<file path="config.mk">
export PLATFORM = sky130hd
export DESIGN_NAME = smb_top
export DESIGN_NICKNAME = d
export VERILOG_FILES = /design/src/rtl/smb_pkg.sv /design/src/rtl/smb_beat_if.sv /design/src/rtl/smb_skid.sv /design/src/rtl/smb_top.sv
export SDC_FILE = /design/constraint.sdc
export NUM_CORES = 1
export LEC_CHECK = 0
export BUFFER_PORTS_ARGS = -buffer_cell sky130_fd_sc_hd__buf_2
export CAP_MARGIN = 25
export CORE_ASPECT_RATIO = 1.1
export CORE_MARGIN = 10
export CORE_UTILIZATION = 50
export CTS_CLUSTER_DIAMETER = 100
export DETAILED_ROUTE_END_ITERATION = 8
export GPL_TIMING_DRIVEN = 0
export PLACE_DENSITY = 0.71
export SYNTH_ARGS = -nofsm -noshare
export SYNTH_HDL_FRONTEND = slang
export SYNTH_HIERARCHICAL = 1
export SYNTH_SLANG_ARGS = --single-unit
</file>
<file path="constraint.sdc">
create_clock -name core_clk -period 5 [get_ports core_clk]
set_clock_uncertainty 0.05 [all_clocks]
set_input_delay 0.75 -clock core_clk [delete_from_list [all_inputs] [get_ports core_clk]]
set_output_delay 0.75 -clock core_clk [all_outputs]
set_load 0.03 [all_outputs]
</file>
<file path="src/rtl/smb_pkg.sv">
// Constants, encodings and command type of the mode and burst block
package smb_pkg;
    // Configuration word layout
    localparam int MODE_W = 13;
    localparam int BL_LSB = 0;
    localparam int BL_W = 3;
    localparam int ORDER_BIT = 3;
    localparam int LAT_LSB = 4;
    localparam int LAT_W = 3;
    localparam int OPMODE_LSB = 7;
    localparam int OPMODE_W = 2;
    localparam int SWR_BIT = 9;
    localparam int RSV_LSB = 10;
    localparam int RSV_W = 3;
    localparam logic [MODE_W-1:0] MODE_RST = 13'h0000;

    // Burst length codes
    localparam logic [BL_W-1:0] BL_1 = 3'h0;
    localparam logic [BL_W-1:0] BL_2 = 3'h1;
    localparam logic [BL_W-1:0] BL_4 = 3'h2;
    localparam logic [BL_W-1:0] BL_8 = 3'h3;
    localparam logic [BL_W-1:0] BL_PAGE = 3'h7;

    // Read latency codes
    localparam logic [LAT_W-1:0] LAT_2 = 3'h2;
    localparam logic [LAT_W-1:0] LAT_3 = 3'h3;

    // Precharge-all select bit on the address
    localparam int PRE_ALL_BIT = 10;

    // Least spacing of activates to different banks, in cycles
    localparam int RRD_CYC = 2;

    typedef enum logic [2:0] {
        CMD_NOP,
        CMD_MODE,
        CMD_ACT,
        CMD_READ,
        CMD_WRITE,
        CMD_STOP,
        CMD_PRE
    } smb_cmd_e;
endpackage : smb_pkg

</file>
<file path="src/rtl/smb_beat_if.sv">
// Valid/ready carrier for column beats between the sequencer and buffer
`timescale 1ns/10ps
interface smb_beat_if #(parameter int W = 12) ();
    logic valid;
    logic ready;
    logic [W-1:0] data;
    modport src (output valid, output data, input ready);
    modport snk (input valid, input data, output ready);
endinterface : smb_beat_if

</file>
<file path="src/rtl/smb_skid.sv">
// Two-entry registered buffer in the column beat path
`timescale 1ns/10ps
module smb_skid #(
    parameter int W = 12,
    parameter int DEPTH = 2
) (
    input wire logic core_clk,
    input wire logic reset_n,
    smb_beat_if.snk up,
    smb_beat_if.src dn
);
    generate
        if (DEPTH != 2 || W < 1) begin : g_bad_cfg
            $error("smb_skid supports only DEPTH 2 and W of 1 or more");
        end
    endgenerate

    logic out_valid_q;
    logic [W-1:0] out_data_q;
    logic skid_valid_q;
    logic [W-1:0] skid_data_q;
    wire logic take = up.valid & ~skid_valid_q;
    wire logic drain = dn.ready | ~out_valid_q;

    // Ready from a flop keeps the upstream path short
    assign up.ready = ~skid_valid_q;
    assign dn.valid = out_valid_q;
    assign dn.data = out_data_q;

    // Skid entry catches the word landing during a stall
    always_ff @(posedge core_clk) begin
        if (!reset_n) begin
            out_valid_q <= 1'b0;
            out_data_q <= '0;
            skid_valid_q <= 1'b0;
            skid_data_q <= '0;
        end else if (drain) begin
            if (skid_valid_q) begin
                out_valid_q <= 1'b1;
                out_data_q <= skid_data_q;
                skid_valid_q <= 1'b0;
            end else begin
                out_valid_q <= take;
                out_data_q <= up.data;
            end
        end else if (take) begin
            skid_valid_q <= 1'b1;
            skid_data_q <= up.data;
        end
    end
endmodule : smb_skid

</file>
<file path="src/rtl/smb_top.sv">
// Mode word, burst column sequencing, read latency and bank activation
// Functional notes
// [RULE_01] Configuration word holds its value until the next mode-load command.
// [RULE_02] Word: bits 0-2 length, 3 order, 4-6 latency, 7-8 mode, 9 writes.
// [RULE_03] Controller loads the word only with all banks idle, then waits.
// [RULE_04] Lengths 1, 2, 4, 8 both orders; whole page only sequential.
// [RULE_05] Whole-page burst runs until burst stop, wrapping inside the page.
// [RULE_06] Upper column bits pick an aligned block; lower bits give start.
// [RULE_07] Bit 3 picks sequential or interleaved order for bursts of length 1 to 8.
// [RULE_08] Sequential adds the count modulo length; interleaved XORs it.
// [RULE_09] Read latency is two or three cycles only.
// [RULE_10] Read at edge n, latency m: drive from n+m-1, valid by n+m.
// [RULE_11] Controller keeps the clock within the limit for its latency.
// [RULE_12] Controller avoids reserved length and latency codes.
// [RULE_13] Normal operation needs both mode bits 7 and 8 at zero.
// [RULE_14] Bit 9 set: reads burst, each write touches one location.
// [RULE_15] Controller activates a row in a bank before reading or writing.
// [RULE_16] Controller rounds activate-to-column time up to whole cycles.
// [RULE_17] Controller precharges before another row, spaces same-bank activates.
// [RULE_18] Activate to another bank allowed; bank-to-bank spacing applies.
// [RULE_19] Controller waits two cycles after a mode-load command.
// [RULE_20] Activate to column is three cycles at latency three, two at two.
// [RULE_21] Activates to different banks are at least two cycles apart.
// [RULE_22] Word is unknown after power-up; load it before operating.
// [RULE_23] Length codes 0/1/2/3/7, order 0 sequential, latency codes 2/3.
`timescale 1ns/10ps
module smb_top #(
    parameter int COL_W = 9,
    parameter int ROW_W = 13,
    parameter int BANK_W = 2
) (
    input wire logic core_clk,
    input wire logic reset_n,
    input wire smb_pkg::smb_cmd_e cmd,
    input wire logic [BANK_W-1:0] cmd_bank,
    input wire logic [ROW_W-1:0] cmd_addr,
    input wire logic beat_ready,
    output logic beat_valid,
    output logic beat_write,
    output logic [BANK_W-1:0] beat_bank,
    output logic [COL_W-1:0] beat_col,
    output logic dq_drive,
    output logic rd_data_valid,
    output logic [smb_pkg::MODE_W-1:0] mode_word,
    output logic cfg_loaded,
    output logic cfg_reserved,
    output logic cmd_err,
    output logic act_err,
    output logic [(1<<BANK_W)-1:0] bank_open
);
    localparam int NBANK = 1 << BANK_W;
    localparam int BW = 1 + BANK_W + COL_W;

    generate
        if (COL_W < 4 || COL_W >= ROW_W || ROW_W < smb_pkg::MODE_W ||
            ROW_W <= smb_pkg::PRE_ALL_BIT || BANK_W < 1) begin : g_bad_cfg
            $error("smb_top address widths cannot be served");
        end
    endgenerate

    // Column mask of a burst length code; reserved codes act as length one
    function automatic logic [COL_W-1:0] bl_mask(
        input logic [smb_pkg::BL_W-1:0] code);
        logic [COL_W-1:0] m;
        m = '0;
        unique case (code)
            smb_pkg::BL_2: m = COL_W'(1);
            smb_pkg::BL_4: m = COL_W'(3);
            smb_pkg::BL_8: m = COL_W'(7);
            smb_pkg::BL_PAGE: m = '1;
            default: m = '0;
        endcase
        return m;
    endfunction : bl_mask

    // Column of beat k: block kept, low bits stepped or XORed
    function automatic logic [COL_W-1:0] beat_col_of(
        input logic [COL_W-1:0] start,
        input logic [COL_W-1:0] k,
        input logic [COL_W-1:0] mask,
        input logic inter);
        logic [COL_W-1:0] low;
        low = inter ? (start ^ k) : COL_W'(start + k);
        return (start & ~mask) | (low & mask);
    endfunction : beat_col_of

    // Reserved length, latency, mode or page-interleave combination
    function automatic logic word_bad(input logic [smb_pkg::MODE_W-1:0] w);
        logic [smb_pkg::BL_W-1:0] bl;
        logic [smb_pkg::LAT_W-1:0] lt;
        bl = w[smb_pkg::BL_LSB +: smb_pkg::BL_W];
        lt = w[smb_pkg::LAT_LSB +: smb_pkg::LAT_W];
        return (bl > smb_pkg::BL_8 && bl != smb_pkg::BL_PAGE) ||
            (bl == smb_pkg::BL_PAGE && w[smb_pkg::ORDER_BIT]) ||
            (lt != smb_pkg::LAT_2 && lt != smb_pkg::LAT_3) ||
            (w[smb_pkg::OPMODE_LSB +: smb_pkg::OPMODE_W] != '0);
    endfunction : word_bad

    logic [smb_pkg::MODE_W-1:0] mode_q;
    logic loaded_q;
    logic reserved_q;
    logic busy_q;
    logic wr_q;
    logic [BANK_W-1:0] bank_q;
    logic [COL_W-1:0] start_q;
    logic [COL_W-1:0] k_q;
    logic [2:0] rd_pipe_q;
    logic drive_q;
    logic rvalid_q;
    logic cmd_err_q;
    logic act_err_q;
    logic act_seen_q;
    logic [1:0] gap_q;
    logic [BANK_W-1:0] last_act_q;
    logic [NBANK-1:0] open_q;
    logic [ROW_W-1:0] row_q [NBANK];

    // Command decode
    wire logic is_mode = (cmd == smb_pkg::CMD_MODE);
    wire logic is_act = (cmd == smb_pkg::CMD_ACT);
    wire logic is_rd = (cmd == smb_pkg::CMD_READ);
    wire logic is_wr = (cmd == smb_pkg::CMD_WRITE);
    wire logic is_stop = (cmd == smb_pkg::CMD_STOP);
    wire logic is_pre = (cmd == smb_pkg::CMD_PRE);
    wire logic rw_cmd = is_rd | is_wr;
    wire logic rw_ok = rw_cmd & loaded_q & open_q[cmd_bank]; // RULE_22

    // Fields of the held word
    wire logic [smb_pkg::BL_W-1:0] burst_length_field =
        mode_q[smb_pkg::BL_LSB +: smb_pkg::BL_W];
    wire logic burst_order_bit = mode_q[smb_pkg::ORDER_BIT];
    wire logic [smb_pkg::LAT_W-1:0] read_latency_field =
        mode_q[smb_pkg::LAT_LSB +: smb_pkg::LAT_W];
    wire logic single_write_select_bit = mode_q[smb_pkg::SWR_BIT];
    wire logic page = (burst_length_field == smb_pkg::BL_PAGE); // RULE_23
    // Page with interleave is unsupported, so it runs sequential
    wire logic inter = burst_order_bit & ~page; // RULE_04 RULE_07
    // Reserved latency codes fall back to two
    wire logic lat3 = (read_latency_field == smb_pkg::LAT_3); // RULE_09

    // Beat source: a fresh command wins over a running burst
    wire logic src_wr = rw_ok ? is_wr : wr_q;
    wire logic [BANK_W-1:0] src_bank = rw_ok ? cmd_bank : bank_q;
    wire logic [COL_W-1:0] src_start = rw_ok ? cmd_addr[COL_W-1:0] : start_q;
    wire logic [COL_W-1:0] src_k = rw_ok ? '0 : k_q;
    wire logic one_wr = src_wr & single_write_select_bit; // RULE_14
    wire logic [COL_W-1:0] src_mask =
        one_wr ? '0 : bl_mask(burst_length_field); // RULE_06
    wire logic src_page = page & ~one_wr;
    wire logic [COL_W-1:0] src_col =
        beat_col_of(src_start, src_k, src_mask, inter); // RULE_08
    // A stop takes effect at its own edge: no beat is issued with it
    wire logic src_valid = rw_ok | (busy_q & ~is_stop); // RULE_05
    wire logic last = ~src_page & (src_k == src_mask); // RULE_05
    wire logic [COL_W-1:0] k_next = COL_W'(src_k + 1'b1);

    smb_beat_if #(.W(BW)) up_if ();
    smb_beat_if #(.W(BW)) dn_if ();

    assign up_if.valid = src_valid;
    assign up_if.data = {src_wr, src_bank, src_col};
    assign dn_if.ready = beat_ready;
    wire logic accept = src_valid & up_if.ready;
    wire logic rd_beat = accept & ~src_wr;

    smb_skid #(.W(BW), .DEPTH(2)) u_skid (
        .core_clk(core_clk),
        .reset_n(reset_n),
        .up(up_if.snk),
        .dn(dn_if.src)
    );

    // Word changes only on a mode-load command
    always_ff @(posedge core_clk) begin
        if (!reset_n) begin
            mode_q <= smb_pkg::MODE_RST;
            loaded_q <= 1'b0;
            reserved_q <= 1'b0;
        end else if (is_mode) begin
            mode_q <= cmd_addr[smb_pkg::MODE_W-1:0]; // RULE_01 RULE_02
            loaded_q <= 1'b1; // RULE_22
            reserved_q <= word_bad(cmd_addr[smb_pkg::MODE_W-1:0]); // RULE_13
        end
    end

    // Burst sequencer; a stalled buffer holds the count
    always_ff @(posedge core_clk) begin
        if (!reset_n) begin
            busy_q <= 1'b0;
            wr_q <= 1'b0;
            bank_q <= '0;
            start_q <= '0;
            k_q <= '0;
        end else if (rw_ok) begin
            // New command truncates any running burst
            wr_q <= is_wr;
            bank_q <= cmd_bank;
            start_q <= cmd_addr[COL_W-1:0];
            k_q <= accept ? k_next : '0;
            busy_q <= ~(accept & last); // RULE_14
        end else if (is_stop) begin
            busy_q <= 1'b0; // RULE_05
        end else if (accept) begin
            busy_q <= ~last;
            k_q <= k_next;
        end
    end

    // Read beats walk a delay line; latency picks the tap
    always_ff @(posedge core_clk) begin
        if (!reset_n) begin
            rd_pipe_q <= '0;
            drive_q <= 1'b0;
            rvalid_q <= 1'b0;
        end else begin
            rd_pipe_q <= {rd_pipe_q[1:0], rd_beat};
            drive_q <= lat3 ? rd_pipe_q[1] : rd_pipe_q[0]; // RULE_10
            rvalid_q <= lat3 ? rd_pipe_q[2] : rd_pipe_q[1]; // RULE_10
        end
    end

    // Spacing count since the last activate, saturating
    wire logic act_other = act_seen_q & (cmd_bank != last_act_q);
    wire logic act_close = act_other & (gap_q < 2'(smb_pkg::RRD_CYC - 1));
    wire logic act_bad = is_act & (act_close | open_q[cmd_bank]);

    // Activation tracking; a violating activate is still taken
    always_ff @(posedge core_clk) begin
        if (!reset_n) begin
            open_q <= '0;
            act_seen_q <= 1'b0;
            gap_q <= '0;
            last_act_q <= '0;
            act_err_q <= 1'b0;
            cmd_err_q <= 1'b0;
        end else begin
            act_err_q <= act_bad; // RULE_18
            cmd_err_q <= rw_cmd & ~rw_ok; // RULE_15
            if (is_act) begin
                open_q[cmd_bank] <= 1'b1;
                act_seen_q <= 1'b1;
                last_act_q <= cmd_bank;
                gap_q <= '0;
            end else begin
                if (gap_q != 2'(smb_pkg::RRD_CYC - 1)) begin
                    gap_q <= 2'(gap_q + 1'b1);
                end
                if (is_pre && cmd_addr[smb_pkg::PRE_ALL_BIT]) begin
                    open_q <= '0; // RULE_17
                end else if (is_pre) begin
                    open_q[cmd_bank] <= 1'b0;
                end
            end
        end
    end

    // Open row per bank, no reset needed for data
    always_ff @(posedge core_clk) begin
        if (is_act) begin
            row_q[cmd_bank] <= cmd_addr;
        end
    end

    // Outputs, all from flops
    assign beat_valid = dn_if.valid;
    assign {beat_write, beat_bank, beat_col} = dn_if.data;
    assign dq_drive = drive_q;
    assign rd_data_valid = rvalid_q;
    assign mode_word = mode_q;
    assign cfg_loaded = loaded_q;
    assign cfg_reserved = reserved_q;
    assign cmd_err = cmd_err_q;
    assign act_err = act_err_q;
    assign bank_open = open_q;
endmodule : smb_top

</file>
[Yosys cells after proc, flatten, opt, wreduce, memory -nomap -nowiden]
Cells that the tools add are included.
Cells by class
  equal/unequal tests: 19
  muxes and demuxes: 25
  bitwise operators: 38
  $add $sub $neg: 3
  order comparisons: 4
  $mul: 0
  reduce and logical (&&, ||, !) cells: 16
  divide/modulo/power cells: 0
  shift operators: 0
Operators with widths (number)
  9-bit 2-to-1 mux: 8
  9-bit case mux with 4 select lines: 1
  9-bit bitwise AND: 2
  3-bit by 2-bit equality test with 1-bit output (second input constant): 5
  3-bit equality test (second input constant): 5
  1-bit bitwise AND: 14
  12-bit 2-to-1 mux: 1
  4-bit 2-to-1 mux: 3
  1-bit inverter: 12
  9-bit by 1-bit adder with 9-bit output (second input constant): 1
  9-bit adder: 1
  9-bit equality test: 1
  1-bit 2-to-1 mux: 9
  9-bit inverter: 1
  9-bit OR: 1
  9-bit bitwise XOR: 1
  3-bit by 1-bit equality test with 1-bit output (second input constant): 2
  3-bit by 2-bit inequality test with 1-bit output (second input constant): 2
  3-bit nonzero test: 2
  1-bit logical AND: 5
  4-bit bitwise AND: 1
  2-bit by 1-bit inequality test with 1-bit output (second input constant): 2
  4-bit inverter: 1
  1-bit OR: 4
  other kinds (15): 20
Storage, ports and cells
  bits in read-only memories: 0
  word-level logic and storage cells: 126
  output and inout port bits: 36
  memory bits (writable): 0
  register bits after elaboration: 79
  latch bits: 0
  memories: 0

[Longest topological paths before layout]
Gate-level depths: netlist (run 1).
  word-level depth: 14
  depth in mapped cells: 17
  depth with buffers taken out: 14

[Modules after synthesis]
The synthesis (run 1) kept the hierarchy.
Modules (own cells, without submodules)
  smb_top: cells an instance 401, sequential area each 1061.0 µm², area each 3140.5 µm², times used 1
  smb_skid: cells an instance 115, sequential area each 520.5 µm², area each 1147.4 µm², times used 1

[Least setup slack after synthesis (run 1)]
Ideal clock, no wire load.
  path kind: in2reg
  start: input cmd_bank[0]
  end: register u_skid.out_data_q[3], in the netlist u_skid/dn.data[3]
  stages on the path: 17
  path slack: 0.650 ns
  required time: 4.864 ns
  data arrival time: 4.215 ns
  buffers on the path: 3
  setup time: 0.086 ns
  path through: buf_6 mux4_2 o211ai_1 buf_2 clkbuf_1 nand2_1 nand2_1 ha_1 nor2_1 o31a_1 mux2_4 or3_1 nand3_1 or4b_1 o21ai_1 mux2i_1 a211oi_1
RTL lines
  start, declared: line smb_top.sv:35  | input wire logic [BANK_W-1:0] cmd_bank,
  1-bit binary-select mux with 2-bit select: line smb_top.sv:126  | wire logic rw_ok = rw_cmd & loaded_q & open_q[cmd_bank];
  1-bit 2-to-1 mux (implied by the code): line smb_top.sv:126
  1-bit bitwise AND: line smb_top.sv:126
  9-bit 2-to-1 mux
  net src_start[0]: line smb_top.sv:144  | wire logic [COL_W-1:0] src_start = rw_ok ? cmd_addr[COL_W-1:0] : start_q;
  9-bit adder: line smb_top.sv:83  | low = inter ? (start ^ k) : COL_W'(start + k);
  9-bit 2-to-1 mux: line smb_top.sv:83
  9-bit bitwise AND: line smb_top.sv:84  | return (start & ~mask) | (low & mask);
  9-bit OR: line smb_top.sv:84
  net src_col[3]: line smb_top.sv:150  | wire logic [COL_W-1:0] src_col =
  12-bit 2-to-1 mux: line smb_skid.sv:38  | if (skid_valid_q) begin
  end signal, assigned: line smb_skid.sv:40  | out_data_q <= skid_data_q;
  end signal, assigned: line smb_skid.sv:44  | out_data_q <= up.data;
  end, declared: line smb_skid.sv:19  | logic [W-1:0] out_data_q;
The timed path passes the listed nets, and every way through them passes these cells. The select of a mux whose other input is x is not followed.
A chain may end at the register's enable or synchronous reset.

[Worst setup path after layout (run 1)]
  start: input cmd_bank[0]
  end: register u_skid.out_data_q[8], in the netlist u_skid/dn.data[8]
The elaborated chain is that of the path after synthesis.

==> flow_summary.json, run 1 <==
{
  "status": "completed",
  "worstHoldPathCells": 2,
  "cts-buffers-inserted": 9,
  "hold_end": "u_skid/skid_data_q[11]$_SDFFE_PN0P_",
  "dp_slack_ns": -0.00689,
  "place_congestion": 0.878,
  "synth_simple_gate_area_frac": 0.235,
  "power_mw": 1.30,
  "synth_cells": 516,
  "synth_xor_xnor_area_share": 0.0470,
  "clock_path_buffers": 2,
  "finalHoldViolations": 0,
  "ys_async_sr_fraction": 0,
  "report.final.slew_viol_count": 0,
  "drt_iter0_markers": 283,
  "multi_input_area_um2": 2470,
  "ff2ff_path_depth": 16,
  "drive_gt1_frac": 0.164,
  "ir_drop_mv": 0.196,
  "vias": 3759,
  "ios": 57,
  "p_leak_nw": 1.88,
  "syn_area_um2": 4290,
  "cts_resized": 0,
  "antenna_found_initial": 0,
  "die_x_um": 108,
  "cts.sinks": 79,
  "synth_adder_area_share": 0.0228,
  "post-cts-setup-buffers": 0,
  "coreArea_um2": 8360,
  "setup_ws_ns": 0.304,
  "timing.fmax_mhz": 213,
  "fillers": 785,
  "synth_top_family_by_area": "simple AND/OR/NAND/NOR gates",
  "r2r_end": "u_skid/dn.data[8]$_SDFFE_PN0P_",
  "ctsHtreeMaxLevel": 3,
  "first_pass_iters": 4,
  "cts_hold_buf": 0,
  "drt.antenna.violating_nets": 0,
  "cts_tree": "built",
  "hold_start": "u_skid/skid_data_q[11]$_SDFFE_PN0P_",
  "drcViolationCount": 0,
  "period_share": 0.939,
  "grt.total_usage": 0.169,
  "synth_edf_count": 0,
  "clk_latency_ns": 0.35,
  "path_clk_slew_ns": 0.08,
  "dpl-instance-area_um2": 4700,
  "setup_viol": 0,
  "drt_wl_total_um": 10600,
  "ys_types": 60,
  "synth-compound-area-share": 0.170,
  "maxCapViolations": 0,
  "hp-class": "reg -> reg",
  "ys_warn_count": 6,
  "synth.area.mux_share": 0.100,
  "ff_latch_area_um2": 1580,
  "die_area_um2": 12700,
  "max-slew-margin-rel": 0.503,
  "hpwl_um": 8220,
  "layout.nets": 609,
  "fin_crit_ns": 4.70,
  "grt_pass1_vias": 3744,
  "rsz0062_at_grt": "false",
  "cts_root_buffer": "clkbuf_8",
  "tightest_slew_ns": 0.744,
  "num_antenna_cells": 0,
  "synth-seq-cells": 79,
  "r2r_slack_ns": 0.51,
  "critPathKind": "in -> reg",
  "vias_per_cell": 5.39,
  "die_y_um": 117,
  "rows": 35,
  "syn2layout_area_growth_pct": 14.6,
  "timing.rr.start": "bank_open[2]$_SDFFE_PN0P_",
  "syn_avg_cell_area_um2": 8.31,
  "critPathMaxFanout": 10,
  "port_buffers": 54,
  "powerDensity_nw_per_um2": 265,
  "grt_max_degree": 15,
  "wire_per_inst_um": 15.2,
  "utilization": 0.588,
  "arrival_ns": 4.90,
  "stdcell_area_um2": 4920,
  "crit_path_end_kind": "flip-flop",
  "grt-ovfl-total": 0,
  "syn_nets": 544,
  "initial_core_util": 0.513,
  "crit_path_start_kind": "input port",
  "grt_pass1_wl_um": 17500,
  "ys_seq_area_frac": 0.369,
  "required_ns": 5.20,
  "yosys_most_used_dff": "dfxtp_1"
}
per-layer routing:
metal	share of wire	up-vias	track usage
met2	0.48	70	0.287
met4	0.0061	0	0.0493
li1	-	1920	-
met1	0.45	1765	0.202
met3	0.062	4	0.0498
met5	0	-	0
state kept, by name, indices dropped and copies added (netlist names), 2 cells and up:
name and flops:
gap_q 2, start_q 9, u_skid/dn.data 12, k_q 9, u_skid/skid_data_q 12, bank_open 4, bank_q 2, mode_word 13
last_act_q 2, rd_pipe_q 3
cells in the final DEF, fill, tap and decap left out, drive strengths merged, types with 4 or more instances in the layout:
master  Yosys  final
a211oi     14     14
a21boi     21     21
a21oi      15     15
a31oi       8      8
and2       15     15
buf        10     64
clkbuf     21     30
dfxtp      79     79
ha          7      7
inv        19     20
mux2        5      5
mux2i      34     34
nand2      97     97
nand3      10     10
nand4       4      4
nor2       30     30
nor2b       8      8
nor3        5      5
nor3b      15     15
o21ai      30     30
xnor2      15     15
xor2        8      8
synthesized netlist by cell type (4+ instances only):
library cell | instances | area share
nor2_1 | 29 | 0.025
a211oi_1 | 14 | 0.025
mux2i_1 | 33 | 0.077
nand3_1 | 10 | 0.012
buf_2 | 4 | 0.0047
inv_1 | 18 | 0.016
nor2b_1 | 8 | 0.012
dfxtp_1 | 79 | 0.37
a31oi_1 | 7 | 0.010
ha_1 | 7 | 0.020
clkbuf_1 | 21 | 0.018
o21ai_0 | 29 | 0.034
a21boi_0 | 21 | 0.037
a21oi_1 | 14 | 0.016
and2_1 | 15 | 0.022
nand4_1 | 4 | 0.0058
xnor2_1 | 15 | 0.031
nor3_1 | 5 | 0.0058
xor2_1 | 8 | 0.016
buf_6 | 4 | 0.011
nand2_1 | 97 | 0.085
nor3b_1 | 15 | 0.026
worst max path at each step:
stage	slack (ns)	from	endpoint	depth (start not counted)
CTS	0.35	cmd_bank[0]	u_skid/dn.data[8]$_SDFFE_PN0P_	17
finish	0.30	cmd_bank[0]	u_skid/dn.data[8]$_SDFFE_PN0P_	17
floorplan	0.65	cmd_bank[0]	u_skid/dn.data[3]$_SDFFE_PN0P_	17
global route	0.001	cmd_bank[1]	u_skid/dn.data[8]$_SDFFE_PN0P_	17
global placement	0.07	cmd_bank[0]	u_skid/dn.data[8]$_SDFFE_PN0P_	17
detailed placement	-0.007	cmd_bank[0]	u_skid/dn.data[8]$_SDFFE_PN0P_	17
area by class of cell:
| class | count | share of cell area |
|---|---|---|
| Tap cell | 111 | 0.0283 |
| Clock buffer | 9 | 0.0252 |
| Clock inverter | 7 | 0.0193 |
| Sequential cell | 79 | 0.322 |
| Multi-Input combinational cell | 387 | 0.502 |
| Buffer | 31 | 0.0341 |
| Inverter | 19 | 0.0145 |
| Timing Repair Buffer | 54 | 0.0550 |
cell families after synthesis:
kind of cell    Yosys count
buf+inv                  50
fa+ha+maj                 8
flops                    79
simple gates            207
compound gates          109
xor+xnor                 23
mux                      40
power by group:
group | total, mW | internal (mW) | switching, mW | leakage (nW)
clock | 0.530 | 0.282 | 0.247 | 0.110
combinational | 0.118 | 0.0445 | 0.0737 | 1.13
sequential | 0.655 | 0.643 | 0.0119 | 0.638
stage by stage:
stage               cells  hold slack, ns  setup TNS, ns
finish                697           0.411              0
global route          697           0.439              0
CTS                   697           0.418              0
detailed placement    681           0.406       -0.00689
global placement      681           0.391              0
floorplan             516           0.380              0
critical path, cell delays in order:
cell and delay (ns):
buf_6 0.12, mux4_2 0.55, o211ai_1 0.22, buf_2 0.32, clkbuf_1 0.42, nand2_1 0.11, nand2_1 0.15, ha_1 0.26
ha_1 0.20, a21boi_0 0.26, nand4_1 0.17, and3_1 0.27, nor3_1 0.20, a211oi_1 0.07, o32ai_1 0.44, mux2i_1 0.14
a211oi_1 0.24
No activity file was read; power rests on OpenSTA's default activity.
==> inputs of run 2 (changes only) <==
--- a/config.mk
+++ b/config.mk
@@ -5,7 +5,8 @@
 export SDC_FILE = /design/constraint.sdc
 export NUM_CORES = 1
 export LEC_CHECK = 0
-export BUFFER_PORTS_ARGS = -buffer_cell sky130_fd_sc_hd__buf_2
+export ABC_AREA = 1
+export BUFFER_PORTS_ARGS = -buffer_cell sky130_fd_sc_hd__clkbuf_2
 export CAP_MARGIN = 25
 export CORE_ASPECT_RATIO = 1.1
 export CORE_MARGIN = 10
==> flow_summary.json, run 2 <==
{
  "vias": 4044,
  "cts.sinks": 79,
  "initial_core_util": 0.508,
  "required_ns": 5.23,
  "cts_tree": "built",
  "ys_types": 39,
  "yosysTopAreaCell": "dfxtp_1",
  "synth.area.top_cells": "dfxtp_1 37%, nand2_1 11%, nor2_1 8.9%",
  "antenna_found_initial": 0,
  "ios": 57,
  "grt_pass1_wl_um": 17500,
  "stdcell_area_um2": 4850,
  "crit_path_end_kind": "flip-flop",
  "tns_ns": 0,
  "report.final.slew_viol_count": 0,
  "critPathKind": "in -> reg",
  "dp_slack_ns": 1.24,
  "ctsHtreeMaxLevel": 3,
  "synth_top_area_frac": 0.375,
  "ys_async_sr_fraction": 0,
  "powerDensity_nw_per_um2": 272,
  "clock_path_buffers": 2,
  "clk_latency_ns": 0.35,
  "largest_register_ffs": 13,
  "finalHoldViolations": 0,
  "layout_commonest_cell": "nand2_1",
  "port_buffers": 54,
  "critPathMaxFanout": 10,
  "path_clk_slew_ns": 0.09,
  "fillers": 853,
  "setup_ws_ns": 1.58,
  "tightest_slew_ns": 0.703,
  "ir_drop_mv": 0.288,
  "rows": 35,
  "grt.total_usage": 0.170,
  "synth_most_common_cell": "nand2_1",
  "setup_viol": 0,
  "drt.antenna.violating_nets": 0,
  "die_x_um": 108,
  "syn_area_um2": 4220,
  "syn_nets": 658,
  "grt_pass1_vias": 3855,
  "synth_cells": 630,
  "coreArea_um2": 8320,
  "yosys_most_used_dff": "dfxtp_1",
  "grt_max_degree": 15,
  "num_antenna_cells": 0,
  "ff2ff_path_depth": 24,
  "ys_seq_area_frac": 0.375,
  "max-slew-margin-rel": 0.528,
  "rsz0062_at_grt": "false",
  "wire_per_inst_um": 12.7,
  "arrival_ns": 3.65,
  "ff_latch_area_um2": 1580,
  "dpl-instance-area_um2": 4630,
  "synth-seq-cells": 79,
  "timing.rr.start": "bank_open[2]$_SDFFE_PN0P_",
  "cts-buffers-inserted": 9,
  "timing.fmax_mhz": 292,
  "ys_warn_count": 6,
  "fin_crit_ns": 3.42,
  "multi_input_area_um2": 2170,
  "cts_resized": 0,
  "drcViolationCount": 0,
  "status": "completed",
  "syn_avg_cell_area_um2": 6.70,
  "most-common-layout-cells": "127 x nand2_1, 100 x nor2_1, 79 x inv_1, 79 x dfxtp_1, 61 x o21ai_0",
  "hold_end": "rd_pipe_q[1]$_SDFF_PN0_",
  "r2r_slack_ns": 1.79,
  "ys_top_cells_by_count": "127 x nand2_1, 100 x nor2_1, 79 x dfxtp_1, 79 x inv_1, 61 x o21ai_0",
  "crit_path_start_kind": "input port",
  "die_y_um": 116,
  "hp-class": "reg -> reg",
  "drive_gt1_frac": 0.186,
  "drt_wl_total_um": 10300,
  "synth_edf_count": 0,
  "vias_per_cell": 4.99,
  "cts_root_buffer": "clkbuf_8",
  "first_pass_iters": 4,
  "period_share": 0.684,
  "layout.nets": 723,
  "post-cts-setup-buffers": 0,
  "grt-ovfl-total": 0,
  "hpwl_um": 8270,
  "syn2layout_area_growth_pct": 14.8,
  "drt_iter0_markers": 166,
  "cts_hold_buf": 0,
  "maxCapViolations": 0,
  "p_leak_nw": 2.33,
  "hold_start": "rd_pipe_q[0]$_SDFF_PN0_",
  "worstHoldPathCells": 2,
  "place_congestion": 0.891,
  "die_area_um2": 12500,
  "r2r_end": "u_skid/dn.data[8]$_SDFFE_PN0P_"
}
-- run 2: cell count changes in the layout (fill, tap and decap cells not counted), moves of 21 or more --
cell,previous run,this run
a21boi_0,21,0
buf_2,58,5
clkbuf_2,0,54
inv_1,18,79
mux2i_1,33,0
nand2_1,97,127
nand3_1,10,40
nor2_1,29,100
o21ai_0,29,61
-- run 2: kinds of logic after synthesis --
group / after synthesis / share of synthesized area
simple gates: 318 / 0.342
compound gates: 112 / 0.141
buf+inv: 109 / 0.112
flops: 79 / 0.375
fa+ha+maj: 7 / 0.0207
xor+xnor: 5 / 0.0104
-- run 2: worst max-delay path, cell delays in order --
cell	delay, ns
buf_4	0.16
inv_2	0.08
nand3_1	0.07
nand2_1	0.06
nor2_2	0.15
nand2_4	0.10
buf_6	0.16
buf_6	0.14
o21ai_0	0.41
inv_1	0.09
ha_1	0.36
inv_1	0.09
o21ai_0	0.22
a31oi_1	0.14
nand2_1	0.09
nand2_1	0.04
nand2_1	0.05
nand2_1	0.04
nand2_1	0.06
nand2_1	0.04
nand2_1	0.05
inv_1	0.05
o21ai_1	0.11
nor2_1	0.05
nor2_1	0.07
-- run 2: area by class of cell --
class / count / share of cell area
Inverter: 86 / 0.0676
Buffer: 23 / 0.0299
Tap cell: 111 / 0.0287
Clock buffer: 11 / 0.0312
Sequential cell: 79 / 0.326
Timing Repair Buffer: 54 / 0.0558
Multi-Input combinational cell: 442 / 0.447
Clock inverter: 5 / 0.0132
-- run 2: layer usage --
layer / wire [um] / track usage / share of wire
met3: 619 / 0.0447 / 0.060
met1: 4660 / 0.204 / 0.45
met4: 130 / 0.0588 / 0.013
met5: 0 / 0 / 0
met2: 4870 / 0.288 / 0.47
-- run 2: report_power, final --
group | switching (mW) | leakage [nW] | internal, mW
clock | 0.243 | 0.106 | 0.262
sequential | 0.0104 | 0.640 | 0.646
combinational | 0.108 | 1.59 | 0.0503
total | 0.362 | 2.33 | 0.958
-- run 2: metrics by stage --
step	instances	power, mW	hold WS, ns	utilization
global placement	795	0.826	0.362	0.557
floorplan	630	0.782	0.350	-
finish	811	1.32	0.399	0.583
global route	811	1.38	0.414	0.583
detailed placement	795	0.831	0.376	0.557
CTS	811	1.33	0.401	0.583
-- run 2: worst max path at each step --
stage | slack [ns] | start | cells after the start | endpoint
after floorplan | 1.74 | cmd_bank[1] | 25 | u_skid/dn.data[8]$_SDFFE_PN0P_
after global placement | 1.31 | cmd_bank[1] | 25 | u_skid/dn.data[8]$_SDFFE_PN0P_
after CTS | 1.59 | cmd[1] | 24 | u_skid/dn.data[8]$_SDFFE_PN0P_
after detailed placement | 1.24 | cmd[1] | 24 | u_skid/dn.data[8]$_SDFFE_PN0P_
final | 1.58 | cmd_bank[1] | 25 | u_skid/dn.data[8]$_SDFFE_PN0P_
after global routing | 1.24 | cmd[1] | 24 | u_skid/dn.data[8]$_SDFFE_PN0P_
